===== src/vet_defines.svh =====
// Register offsets, field positions, reset values and timing counts.
`ifndef VET_DEFINES_SVH
`define VET_DEFINES_SVH
`define VET_OFF_MODE_SECOND 12'h000
`define VET_OFF_TIMING_CONTROL_FIRST 12'h004
`define VET_OFF_TIMING_SECOND 12'h008
`define VET_OFF_PED_ODD 12'h00c
`define VET_OFF_PED_EVEN 12'h010
`define VET_OFF_SC_FREQ 12'h014
`define VET_OFF_STATUS 12'h018
`define VET_OFF_RTC_FREQ 12'h01c
`define VET_COLOR_ENABLE_BIT 0
`define VET_BURST_ENABLE_BIT 1
`define VET_SUBCARRIER_MODE_LOW_BIT 2
`define VET_SUBCARRIER_MODE_HIGH_BIT 3
`define VET_VBI_OPEN_BIT 4
`define VET_WIDE_INPUT_BIT 5
`define VET_BLANK_IN_EN_BIT 6
`define VET_PAL_BIT 7
`define VET_SQUARE_BIT 8
`define VET_MODE_RST 9'h003
`define VET_TMODE_RST 3'h0
`define VET_TIMING2_RST 16'h0040
`define VET_PED_RST 32'h0000_0000
`define VET_SCF_RST 32'h0000_0000
`define VET_NTSC_LINE 11'd1716
`define VET_PAL_LINE 11'd1728
`define VET_NTSC_SQ_LINE 11'd1560
`define VET_PAL_SQ_LINE 11'd1888
`define VET_NTSC_FIELD 10'd263
`define VET_PAL_FIELD 10'd313
`define VET_ACT_START 11'd272
`define VET_BURST_START 11'd76
`define VET_BURST_END 11'd112
`define VET_SER_START 10'd3
`define VET_SER_END 10'd6
`define VET_EQ_END 10'd9
`define VET_VBL_END 10'd20
`define VET_PED_LINES 10'd32
`define VET_RTC_WORD 7'd67
`define VET_RTC_FREQ_BITS 7'd22
`endif


===== src/vet_pkg.sv =====
// Types shared by the video encoder timing front end.
package vet_pkg;
  typedef enum logic [2:0] {
    TM_EMB_SLAVE = 3'b000,
    TM_EMB_MASTER = 3'b001,
    TM_HF_SLAVE = 3'b010,
    TM_HF_MASTER = 3'b011,
    TM_HV_SLAVE = 3'b100,
    TM_HV_MASTER = 3'b101,
    TM_HB_SLAVE = 3'b110,
    TM_HB_MASTER = 3'b111
  } vet_tmode_t;
  typedef enum logic [1:0] {
    RTC_IDLE = 2'b00,
    RTC_SHIFT = 2'b01,
    RTC_LOAD = 2'b10
  } vet_rtc_t;
  typedef struct packed {
    logic [8:0] modeCtl;
    logic [2:0] tmode;
    logic [15:0] timing2;
    logic [31:0] pedOdd;
    logic [31:0] pedEven;
    logic [31:0] scFreq;
    logic [31:0] prdata;
    logic [1:0] hsS, blS, fdS, scS;
    logic hsP, fdP, scP;
    logic [7:0] loA, loB, hiA, hiB;
    logic [23:0] hist;
    logic [10:0] pixCnt;
    logic [9:0] lineCnt;
    logic field, vBit;
    logic [2:0] fieldSeq;
    logic scPend, scPhaseReset;
    vet_rtc_t rtcState;
    logic rtcHalf;
    logic [6:0] rtcBit;
    logic [21:0] rtcShift, rtcVal;
    logic rtcNew;
    logic [31:0] scFreqOut;
    logic [1:0] phase;
    logic [7:0] luma, cb, cr;
    logic pixValid, syncOut, blankOut, burstOut, pedOut, chromaOut;
    logic hsOut, blOut, fdOut;
  } vet_state_t;
endpackage


===== src/vet_timing_input.sv =====
// Pixel input and video timing front end of a digital video encoder.
//
// Design decisions made here: the APB slave port and the placing of the registers.
`timescale 1ns/100ps
`include "vet_defines.svh"

module vet_timing_input (
  // Clock, reset and freeze.
  input wire logic clk,
  input wire logic rstn,
  input wire logic ce,
  // APB register port.
  input wire logic psel,
  input wire logic penable,
  input wire logic pwrite,
  input wire logic [11:0] paddr,
  input wire logic [31:0] pwdata,
  output logic [31:0] prdata,
  output logic pready,
  output logic pslverr,
  // Pixel pins.
  input wire logic [7:0] pixelLowLane,
  input wire logic [7:0] pixelHighLane,
  // Timing pins, each split into input, output and enable, except the subcarrier sync pin, which is input only.
  input wire logic hsyncIn,
  output logic hsyncOut,
  output logic hsyncOe,
  input wire logic blankIn,
  output logic blankOut,
  output logic blankOe,
  input wire logic fieldIn,
  output logic fieldOut,
  output logic fieldOe,
  input wire logic subcarrierSyncPin,
  // Captured pixels.
  output logic [7:0] lumaOut,
  output logic [7:0] cbOut,
  output logic [7:0] crOut,
  output logic pixValid,
  // Waveform controls towards the encoder core.
  output logic syncLevel,
  output logic blankLevel,
  output logic burstGate,
  output logic pedestalOn,
  output logic chromaOn,
  output logic scPhaseReset,
  output logic [31:0] scFreqOut,
  output logic oddField
);
  import vet_pkg::*;

  vet_state_t st_reg;
  vet_state_t st_next;
  vet_tmode_t tm;
  logic [10:0] lineLen, halfLen, hsw, hsOff;
  logic [9:0] fldLen;
  logic lineEnd, fieldStart, master, hbl, vbl, eqLine, serLine;
  logic vbiLine, blankInUsed, vertBlank, hsGate, rtcMode, scRise;
  logic wide, apbWr, apbSetup;
  logic [31:0] pedBits;

  function automatic logic inWin(input logic [10:0] p, input logic [10:0] lo, input logic [10:0] hi);
    inWin = (p >= lo) && (p < hi);
  endfunction

  function automatic logic regHit(input logic [11:0] a);
    regHit = (a[1:0] == 2'b00) && (a <= `VET_OFF_RTC_FREQ);
  endfunction

  always_comb begin
    st_next = st_reg;
    tm = vet_tmode_t'(st_reg.tmode);
    master = st_reg.tmode[0];
    wide = st_reg.modeCtl[`VET_WIDE_INPUT_BIT];
    rtcMode = st_reg.modeCtl[`VET_SUBCARRIER_MODE_LOW_BIT] && st_reg.modeCtl[`VET_SUBCARRIER_MODE_HIGH_BIT];
    scRise = !st_reg.scP && st_reg.scS[1];
    apbSetup = psel && !penable;
    apbWr = psel && penable && pwrite;
    st_next.scPhaseReset = 1'b0;
    st_next.pixValid = 1'b0;
    // Pin synchronisers; the pixel lanes get the same two stages.
    st_next.hsS = {st_reg.hsS[0], hsyncIn};
    st_next.blS = {st_reg.blS[0], blankIn};
    st_next.fdS = {st_reg.fdS[0], fieldIn};
    st_next.scS = {st_reg.scS[0], subcarrierSyncPin};
    st_next.hsP = st_reg.hsS[1];
    st_next.fdP = st_reg.fdS[1];
    st_next.scP = st_reg.scS[1];
    st_next.loA = pixelLowLane;
    st_next.loB = st_reg.loA;
    st_next.hiA = pixelHighLane;
    st_next.hiB = st_reg.hiA;
    st_next.hist = {st_reg.hist[15:0], st_reg.loB};

    // Register reads are latched in the setup phase.
    if (apbSetup) begin
      case (paddr)
        `VET_OFF_MODE_SECOND: st_next.prdata = {23'h0, st_reg.modeCtl};
        `VET_OFF_TIMING_CONTROL_FIRST: st_next.prdata = {29'h0, st_reg.tmode};
        `VET_OFF_TIMING_SECOND: st_next.prdata = {16'h0, st_reg.timing2};
        `VET_OFF_PED_ODD: st_next.prdata = st_reg.pedOdd;
        `VET_OFF_PED_EVEN: st_next.prdata = st_reg.pedEven;
        `VET_OFF_SC_FREQ: st_next.prdata = st_reg.scFreq;
        `VET_OFF_STATUS: st_next.prdata = {7'h0, st_reg.field, st_reg.fieldSeq, st_reg.lineCnt, st_reg.pixCnt};
        `VET_OFF_RTC_FREQ: st_next.prdata = {10'h0, st_reg.rtcVal};
        default: st_next.prdata = 32'h0000_0000;
      endcase
    end
    if (apbWr) begin
      case (paddr)
        `VET_OFF_MODE_SECOND: st_next.modeCtl = pwdata[8:0];
        `VET_OFF_TIMING_CONTROL_FIRST: st_next.tmode = pwdata[2:0];
        `VET_OFF_TIMING_SECOND: st_next.timing2 = pwdata[15:0];
        `VET_OFF_PED_ODD: st_next.pedOdd = pwdata;
        `VET_OFF_PED_EVEN: st_next.pedEven = pwdata;
        `VET_OFF_SC_FREQ: st_next.scFreq = pwdata;
        default: st_next.modeCtl = st_reg.modeCtl;
      endcase
    end

    if (st_reg.modeCtl[`VET_SQUARE_BIT] && !master) begin
      lineLen = st_reg.modeCtl[`VET_PAL_BIT] ? `VET_PAL_SQ_LINE : `VET_NTSC_SQ_LINE;
    end else begin
      lineLen = st_reg.modeCtl[`VET_PAL_BIT] ? `VET_PAL_LINE : `VET_NTSC_LINE;
    end
    fldLen = st_reg.modeCtl[`VET_PAL_BIT] ? `VET_PAL_FIELD : `VET_NTSC_FIELD;
    halfLen = {1'b0, lineLen[10:1]};
    hsw = {3'h0, st_reg.timing2[7:0]};
    hsOff = {3'h0, st_reg.timing2[15:8]};

    // Free-running line and field counters; slaves realign them.
    lineEnd = st_reg.pixCnt == lineLen - 11'd1;
    fieldStart = 1'b0;
    st_next.pixCnt = lineEnd ? 11'd0 : st_reg.pixCnt + 11'd1;
    if (lineEnd) begin
      if (st_reg.lineCnt == fldLen - 10'd1) begin
        st_next.lineCnt = 10'd0;
        if (master) begin
          st_next.field = !st_reg.field;
          fieldStart = 1'b1;
        end
      end else begin
        st_next.lineCnt = st_reg.lineCnt + 10'd1;
      end
    end
    case (tm)
      TM_EMB_SLAVE: begin
        if (st_reg.hist == 24'hff_0000) begin
          st_next.vBit = st_reg.loB[5];
          if (st_reg.loB[4]) begin
            st_next.pixCnt = 11'd0;
            if (st_reg.loB[6] != st_reg.field) begin
              st_next.field = st_reg.loB[6];
              st_next.lineCnt = 10'd0;
              fieldStart = 1'b1;
            end
          end else begin
            st_next.pixCnt = `VET_ACT_START;
          end
        end
      end
      TM_HF_SLAVE, TM_HB_SLAVE: begin
        if (st_reg.hsP && !st_reg.hsS[1]) begin
          st_next.pixCnt = 11'd0;
        end
        if ((st_reg.fdS[1] != st_reg.fdP) && (st_reg.hsS[1] == st_reg.tmode[2])) begin
          st_next.field = st_reg.fdS[1];
          st_next.lineCnt = 10'd0;
          fieldStart = 1'b1;
        end
      end
      TM_HV_SLAVE: begin
        if (st_reg.hsP && !st_reg.hsS[1]) begin
          st_next.pixCnt = 11'd0;
        end
        if (st_reg.fdP && !st_reg.fdS[1]) begin
          st_next.field = st_reg.hsS[1];
          st_next.lineCnt = 10'd0;
          fieldStart = 1'b1;
        end
      end
      default: st_next.vBit = st_reg.lineCnt < `VET_VBL_END;
    endcase

    hbl = st_reg.pixCnt < `VET_ACT_START;
    vbl = (tm == TM_EMB_SLAVE) ? st_reg.vBit : (st_reg.lineCnt < `VET_VBL_END);
    eqLine = st_reg.lineCnt < `VET_EQ_END;
    serLine = (st_reg.lineCnt >= `VET_SER_START) && (st_reg.lineCnt < `VET_SER_END);
    if (serLine) begin
      st_next.syncOut = !(inWin(st_reg.pixCnt, halfLen - hsw, halfLen) || inWin(st_reg.pixCnt, lineLen - hsw, lineLen));
    end else if (eqLine) begin
      st_next.syncOut = inWin(st_reg.pixCnt, 11'd0, hsw >> 1) || inWin(st_reg.pixCnt, halfLen, halfLen + (hsw >> 1));
    end else begin
      st_next.syncOut = inWin(st_reg.pixCnt, 11'd0, hsw);
    end
    blankInUsed = st_reg.modeCtl[`VET_BLANK_IN_EN_BIT] && !master && (tm != TM_EMB_SLAVE);
    vbiLine = vbl && !eqLine;
    vertBlank = vbl && (eqLine || !st_reg.modeCtl[`VET_VBI_OPEN_BIT]);
    st_next.blankOut = hbl || (blankInUsed ? !st_reg.blS[1] : vertBlank);
    st_next.burstOut = st_reg.modeCtl[`VET_BURST_ENABLE_BIT] && !vbl && !eqLine
      && inWin(st_reg.pixCnt, `VET_BURST_START, `VET_BURST_END);
    st_next.chromaOut = st_reg.modeCtl[`VET_COLOR_ENABLE_BIT] && !st_next.blankOut;
    pedBits = st_reg.field ? st_reg.pedEven : st_reg.pedOdd;
    st_next.pedOut = (st_reg.lineCnt < `VET_PED_LINES) ? pedBits[st_reg.lineCnt[4:0]] : 1'b1;

    // Master pin values; slaves park them high behind a low enable.
    hsGate = inWin(st_reg.pixCnt, hsOff, hsOff + hsw);
    case (tm)
      TM_EMB_MASTER: begin
        st_next.hsOut = hbl;
        st_next.blOut = vbl;
        st_next.fdOut = st_reg.field;
      end
      TM_HF_MASTER, TM_HB_MASTER: begin
        st_next.hsOut = !hsGate;
        st_next.blOut = !st_next.blankOut;
        st_next.fdOut = st_reg.field;
      end
      TM_HV_MASTER: begin
        st_next.hsOut = !hsGate;
        st_next.blOut = !st_next.blankOut;
        st_next.fdOut = !serLine;
      end
      default: begin
        st_next.hsOut = 1'b1;
        st_next.blOut = 1'b1;
        st_next.fdOut = 1'b1;
      end
    endcase

    if (hbl) begin
      st_next.phase = 2'b00;
    end else if (wide) begin
      st_next.phase[0] = !st_reg.phase[0];
      if (!st_reg.phase[0]) begin
        st_next.luma = st_reg.loB;
        st_next.pixValid = 1'b1;
        st_next.phase[1] = !st_reg.phase[1];
        if (st_reg.phase[1]) begin
          st_next.cr = st_reg.hiB;
        end else begin
          st_next.cb = st_reg.hiB;
        end
      end
    end else begin
      // Byte order Cb Y Cr Y
      st_next.phase = st_reg.phase + 2'b01;
      case (st_reg.phase)
        2'b00: st_next.cb = st_reg.loB;
        2'b10: st_next.cr = st_reg.loB;
        default: begin
          st_next.luma = st_reg.loB;
          st_next.pixValid = 1'b1;
        end
      endcase
    end

    if (fieldStart) begin
      st_next.scPhaseReset = st_reg.scPend;
      st_next.fieldSeq = st_reg.scPend ? 3'h0 : st_reg.fieldSeq + 3'h1;
      st_next.scPend = 1'b0;
    end
    if (st_reg.modeCtl[`VET_SUBCARRIER_MODE_LOW_BIT] && !st_reg.modeCtl[`VET_SUBCARRIER_MODE_HIGH_BIT] && scRise) begin
      st_next.scPend = 1'b1;
    end

    case (st_reg.rtcState)
      RTC_IDLE: begin
        if (rtcMode && scRise) begin
          st_next.rtcState = RTC_SHIFT;
          st_next.rtcBit = 7'h0;
          st_next.rtcHalf = 1'b0;
        end
      end
      RTC_SHIFT: begin
        st_next.rtcHalf = !st_reg.rtcHalf;
        if (st_reg.rtcHalf) begin
          st_next.rtcBit = st_reg.rtcBit + 7'h1;
          if (st_reg.rtcBit < `VET_RTC_FREQ_BITS) begin
            st_next.rtcShift = {st_reg.scS[1], st_reg.rtcShift[21:1]};
          end
          if (st_reg.rtcBit == `VET_RTC_WORD - 7'h1) begin
            st_next.rtcState = RTC_LOAD;
          end
        end
      end
      RTC_LOAD: begin
        st_next.rtcVal = st_reg.rtcShift;
        st_next.rtcState = RTC_IDLE;
      end
      default: st_next.rtcState = RTC_IDLE;
    endcase
    if (!rtcMode) begin
      st_next.scFreqOut = st_reg.scFreq;
    end else if (lineEnd && st_reg.rtcNew) begin
      st_next.scFreqOut = st_reg.scFreq + {10'h0, st_reg.rtcVal};
      st_next.rtcNew = 1'b0;
    end
    // A word finishing on the consuming line end is kept, not lost.
    if (st_reg.rtcState == RTC_LOAD) begin
      st_next.rtcNew = 1'b1;
    end
  end

  always_ff @(posedge clk or negedge rstn) begin
    if (!rstn) begin
      st_reg <= '0;
      st_reg.modeCtl <= `VET_MODE_RST;
      st_reg.tmode <= `VET_TMODE_RST;
      st_reg.timing2 <= `VET_TIMING2_RST;
      st_reg.pedOdd <= `VET_PED_RST;
      st_reg.pedEven <= `VET_PED_RST;
      st_reg.scFreq <= `VET_SCF_RST;
      st_reg.scFreqOut <= `VET_SCF_RST;
      st_reg.hsS <= 2'b11;
      st_reg.blS <= 2'b11;
      st_reg.fdS <= 2'b11;
      st_reg.hsP <= 1'b1;
      st_reg.fdP <= 1'b1;
      st_reg.hsOut <= 1'b1;
      st_reg.blOut <= 1'b1;
      st_reg.fdOut <= 1'b1;
    end else if (ce) begin
      st_reg <= st_next;
    end
  end

  assign hsyncOe = st_reg.tmode[0];
  assign blankOe = st_reg.tmode[0];
  assign fieldOe = st_reg.tmode[0];
  assign hsyncOut = st_reg.hsOut;
  assign blankOut = st_reg.blOut;
  assign fieldOut = st_reg.fdOut;
  assign pready = ce;
  assign pslverr = psel && penable && !regHit(paddr);
  assign prdata = st_reg.prdata;
  assign lumaOut = st_reg.luma;
  assign cbOut = st_reg.cb;
  assign crOut = st_reg.cr;
  assign pixValid = st_reg.pixValid;
  assign syncLevel = st_reg.syncOut;
  assign blankLevel = st_reg.blankOut;
  assign burstGate = st_reg.burstOut;
  assign pedestalOn = st_reg.pedOut;
  assign chromaOn = st_reg.chromaOut;
  assign scPhaseReset = st_reg.scPhaseReset;
  assign scFreqOut = st_reg.scFreqOut;
  assign oddField = !st_reg.field;
endmodule


===== config.mk =====
export PLATFORM = sky130hd
export DESIGN_NAME = vet_timing_input
export DESIGN_NICKNAME = d
export VERILOG_FILES = /design/src/vet_pkg.sv /design/src/vet_timing_input.sv
export VERILOG_INCLUDE_DIRS = /design/src
export SDC_FILE = /design/constraint.sdc
export NUM_CORES = 1
export LEC_CHECK = 0
export BUFFER_PORTS_ARGS = -buffer_cell sky130_fd_sc_hd__buf_2
export CAP_MARGIN = 20
export CORE_UTILIZATION = 60
export CTS_BUF_LIST = sky130_fd_sc_hd__clkbuf_16
export DETAILED_ROUTE_END_ITERATION = 7
export PLACE_DENSITY = 0.8
export RECOVER_POWER = 100
export SLEW_MARGIN = 20
export SYNTH_ARGS = -nofsm -noshare
export SYNTH_HDL_FRONTEND = slang
export SYNTH_SLANG_ARGS = --single-unit

===== constraint.sdc =====
create_clock -name clk -period 8.6 [get_ports clk]
set_input_delay 1.29 -clock clk [delete_from_list [all_inputs] [get_ports clk]]
set_output_delay 1.29 -clock clk [all_outputs]
set_load 0.01 [all_outputs]

==> summary.md <==
| Metric | Value |
|---|---|
| Status | complete, but fails checks |
| Failing checks | design-rule violations, max-capacitance violations, max-slew violations |
| Setup WS post-layout | between 2000 and 2500 ps |
| Total GRT Usage | 0.327 |
| Resize count post-CTS | 0 |
| Setup violators final | 0 |
| Drt pass-1 iters | 8 |
| Syn Inst Count | around 2000 |
| Initial detailed-routing violation count | 1842 |
| Synth unique cells | 80 |
| Max Fclk | 153 MHz |
| Top cell type's share of synthesized area | 0.422 |
| Fin crit period | between 6000 and 7000 ps |
| Yosys top cell by area | dfrtp_1 |
| Chip height | approximately 190 um |
| Max-slew violations | 377 |
| Vias in the first global route | approximately 17000 |
| Total grt overflow | 0 |
| Max reg flops | roughly 210 |
| Commonest cells in the netlist | dfrtp_1, mux2_2, nand2_1 |
| First-pass GRT wire length | approximately 92000 um |
| H-Tree Depth | 2 |
| Initial antenna violation count | 2 |
| Slew margin rel. | -1.55 |
| Synth-to-Final Area Change | 7.60% |
| Syn Nets | 2229 |
| Critical path class | in -> reg |
| Root Driver | clkbuf_16 |
| Initial core utilization | 0.613 |
| Cell Count, Final, Fillers Out | roughly 2600 |
| Crit. End Element | register |
| Synth warn | 0 |
| Final nets | around 2300 |
| Hold path endpoint | prdata[10] |
| WL final | between 50000 and 60000 um |
| Synthesized area per cell | approximately 11 um2 |
| Number of buffers created by CTS | 40 |
| HPWL after detailed placement | 41800 um |
| R2r startpoint | tm[0] |
| Synth Register Bits | between 300 and 400 |
| Vias per cell | between 6 and 7 |
| IO Port Bufs | between 150 and 200 |
| Required time worst endpoint | around 9000 ps |
| Row Count | between 60 and 70 |
| Largest cells by area after synthesis | dfrtp_1, mux2_2, ha_1 |
| Startpoint type of the worst setup path | input port |
| Share of layout cells above drive strength 1 | 0.192 |
| Seq/Total Area, Yosys | 0.439 |
| Setup WS pre-CTS | approximately 3500 ps |
| Final Cycle Share | 0.762 |
| EDFF count, synth | 0 |
| Async SR Flop Fraction | 1.00 |
| # hold bufs at CTS | 0 |
| WL met3 | approximately 5700 um |
| Clk sinks | 373 |
| Core area | between 30000 and 40000 um2 |
| WHS | 474 ps |
| Worst-margin pin slew | 3820 ps |
| Post-Syn Area | 21300 um2 |
| Top layer in use | met5 |
| Placed Cells | about 2500 |
| CTS max path bufs | 3 |
| HP Class | reg -> reg |
| Metal1 wirelength | ~22000 um |
| Leakage | ~11 nW |
| Arr. time, crit path | 6970 ps |
| Power Density | 174 nW/um2 |
| Worst hold start | prdata[10] |
| Setup TNS | 0 ps |
| Flop2flop setup slack | 3060 ps |
| DRC Markers | 1 |
| Worst reg-to-reg path cell count | 12 |
| Die span in x | approximately 190 um |
| Max capacitance violation total | 9 |
| CTS tree | yes |
| Post-synth top flop | dfrtp_1 |
| Worst vdd ir | between 0.15 and 0.2 mV |
| RSZ-0062 raised after global routing | false |
| Count leader, synth | dfrtp_1 |
| Clock transition at path regs | approximately 60 ps |
| Critical Path Fanout Max | roughly 40 |
| Skew-Pair Late Insertion Delay | around 530 ps |
| Gpl congestion | 0.948 |
| Clk_skew | about 11 ps |
| # IOs | about 170 |
| Antenna viol nets, final | 0 |
| Largest net degree at the start of global routing | 166 |
| Wirelength per Cell | 22.7 um |
| Met2 Wirelength | between 20000 and 30000 um |
| Vias after detailed routing | ~17000 |
| Final Hold Fails | 0 |
| Critical R2R Capture | scFreqOut[20] |
| Hold Path Depth | 1 |
| Setup repair bufs after CTS | 0 |
| Die area | roughly 36000 um2 |
[through the flow]
step,cell area (um2),total power (W),util
after global routing,22900,0.00413,0.660
after detailed placement,22000,0.00243,0.632
after CTS,23100,0.00400,0.666
after global placement,22000,0.00240,0.632
final,22900,0.00398,0.660
after floorplan,21300,0.00225,-
[kinds of logic after synthesis]
group           synth area share
compound gates             0.148
simple gates               0.108
flops                      0.439
buf+inv                   0.0621
mux                        0.140
fa+ha+maj                 0.0789
xor+xnor                  0.0239
[placed cells by master, fill, tap and decap left out, types with 68 or more instances in the layout]
master,instances
a21oi_1,118
buf_2,68
clkbuf_1,122
dfrtp_1,359
ha_1,131
inv_1,73
mux2_2,217
nand2_1,170
nor2_1,106
o21ai_0,142
[area by class of cell]
type | count | area (um2)
sequential | 373 | 9350
clock inverter | 31 | 158
fill | 2703 | 11800
antenna | 1 | 2.50
tap | 455 | 569
timing repair buffer | 204 | 936
inverter | 64 | 240
multi-input combinational | 1398 | 10600
clock buffer | 41 | 1030
[power breakdown]
part / switching, W / internal [W]
logic: 0.000220 / 0.000186
registers: 0.000128 / 0.00187
clock network: 0.000684 / 0.000890
total: 0.00103 / 0.00295
[metal layers]
layer,up-vias,GRT usage
li1,7416,-
met1,8241,0.415
met2,936,0.511
met3,207,0.0714
met4,2,0.200
met5,-,0
[worst max-delay path, stage by stage]
cell and delay, ps:
clkbuf_1 1460, clkbuf_1 1550, nand4_1 620, nor4b_1 580
clkbuf_1 1000, mux2_2 430
[worst max path at each step]
stage          slack [ps]  start  cells after the start           end
2_1_floorplan        4490  tm[0]                     20     syncLevel
5_1_grt              1740   rstn                      2  st_next[156]
6_report             2040     ce                      6   st_reg[303]
4_1_cts              3510  tm[0]                     18     syncLevel
3_3_place_gp         3690  tm[0]                     18     syncLevel
3_5_place_dp         3520  tm[0]                     18     syncLevel
Note: power is estimated with default switching activity, not from simulation.
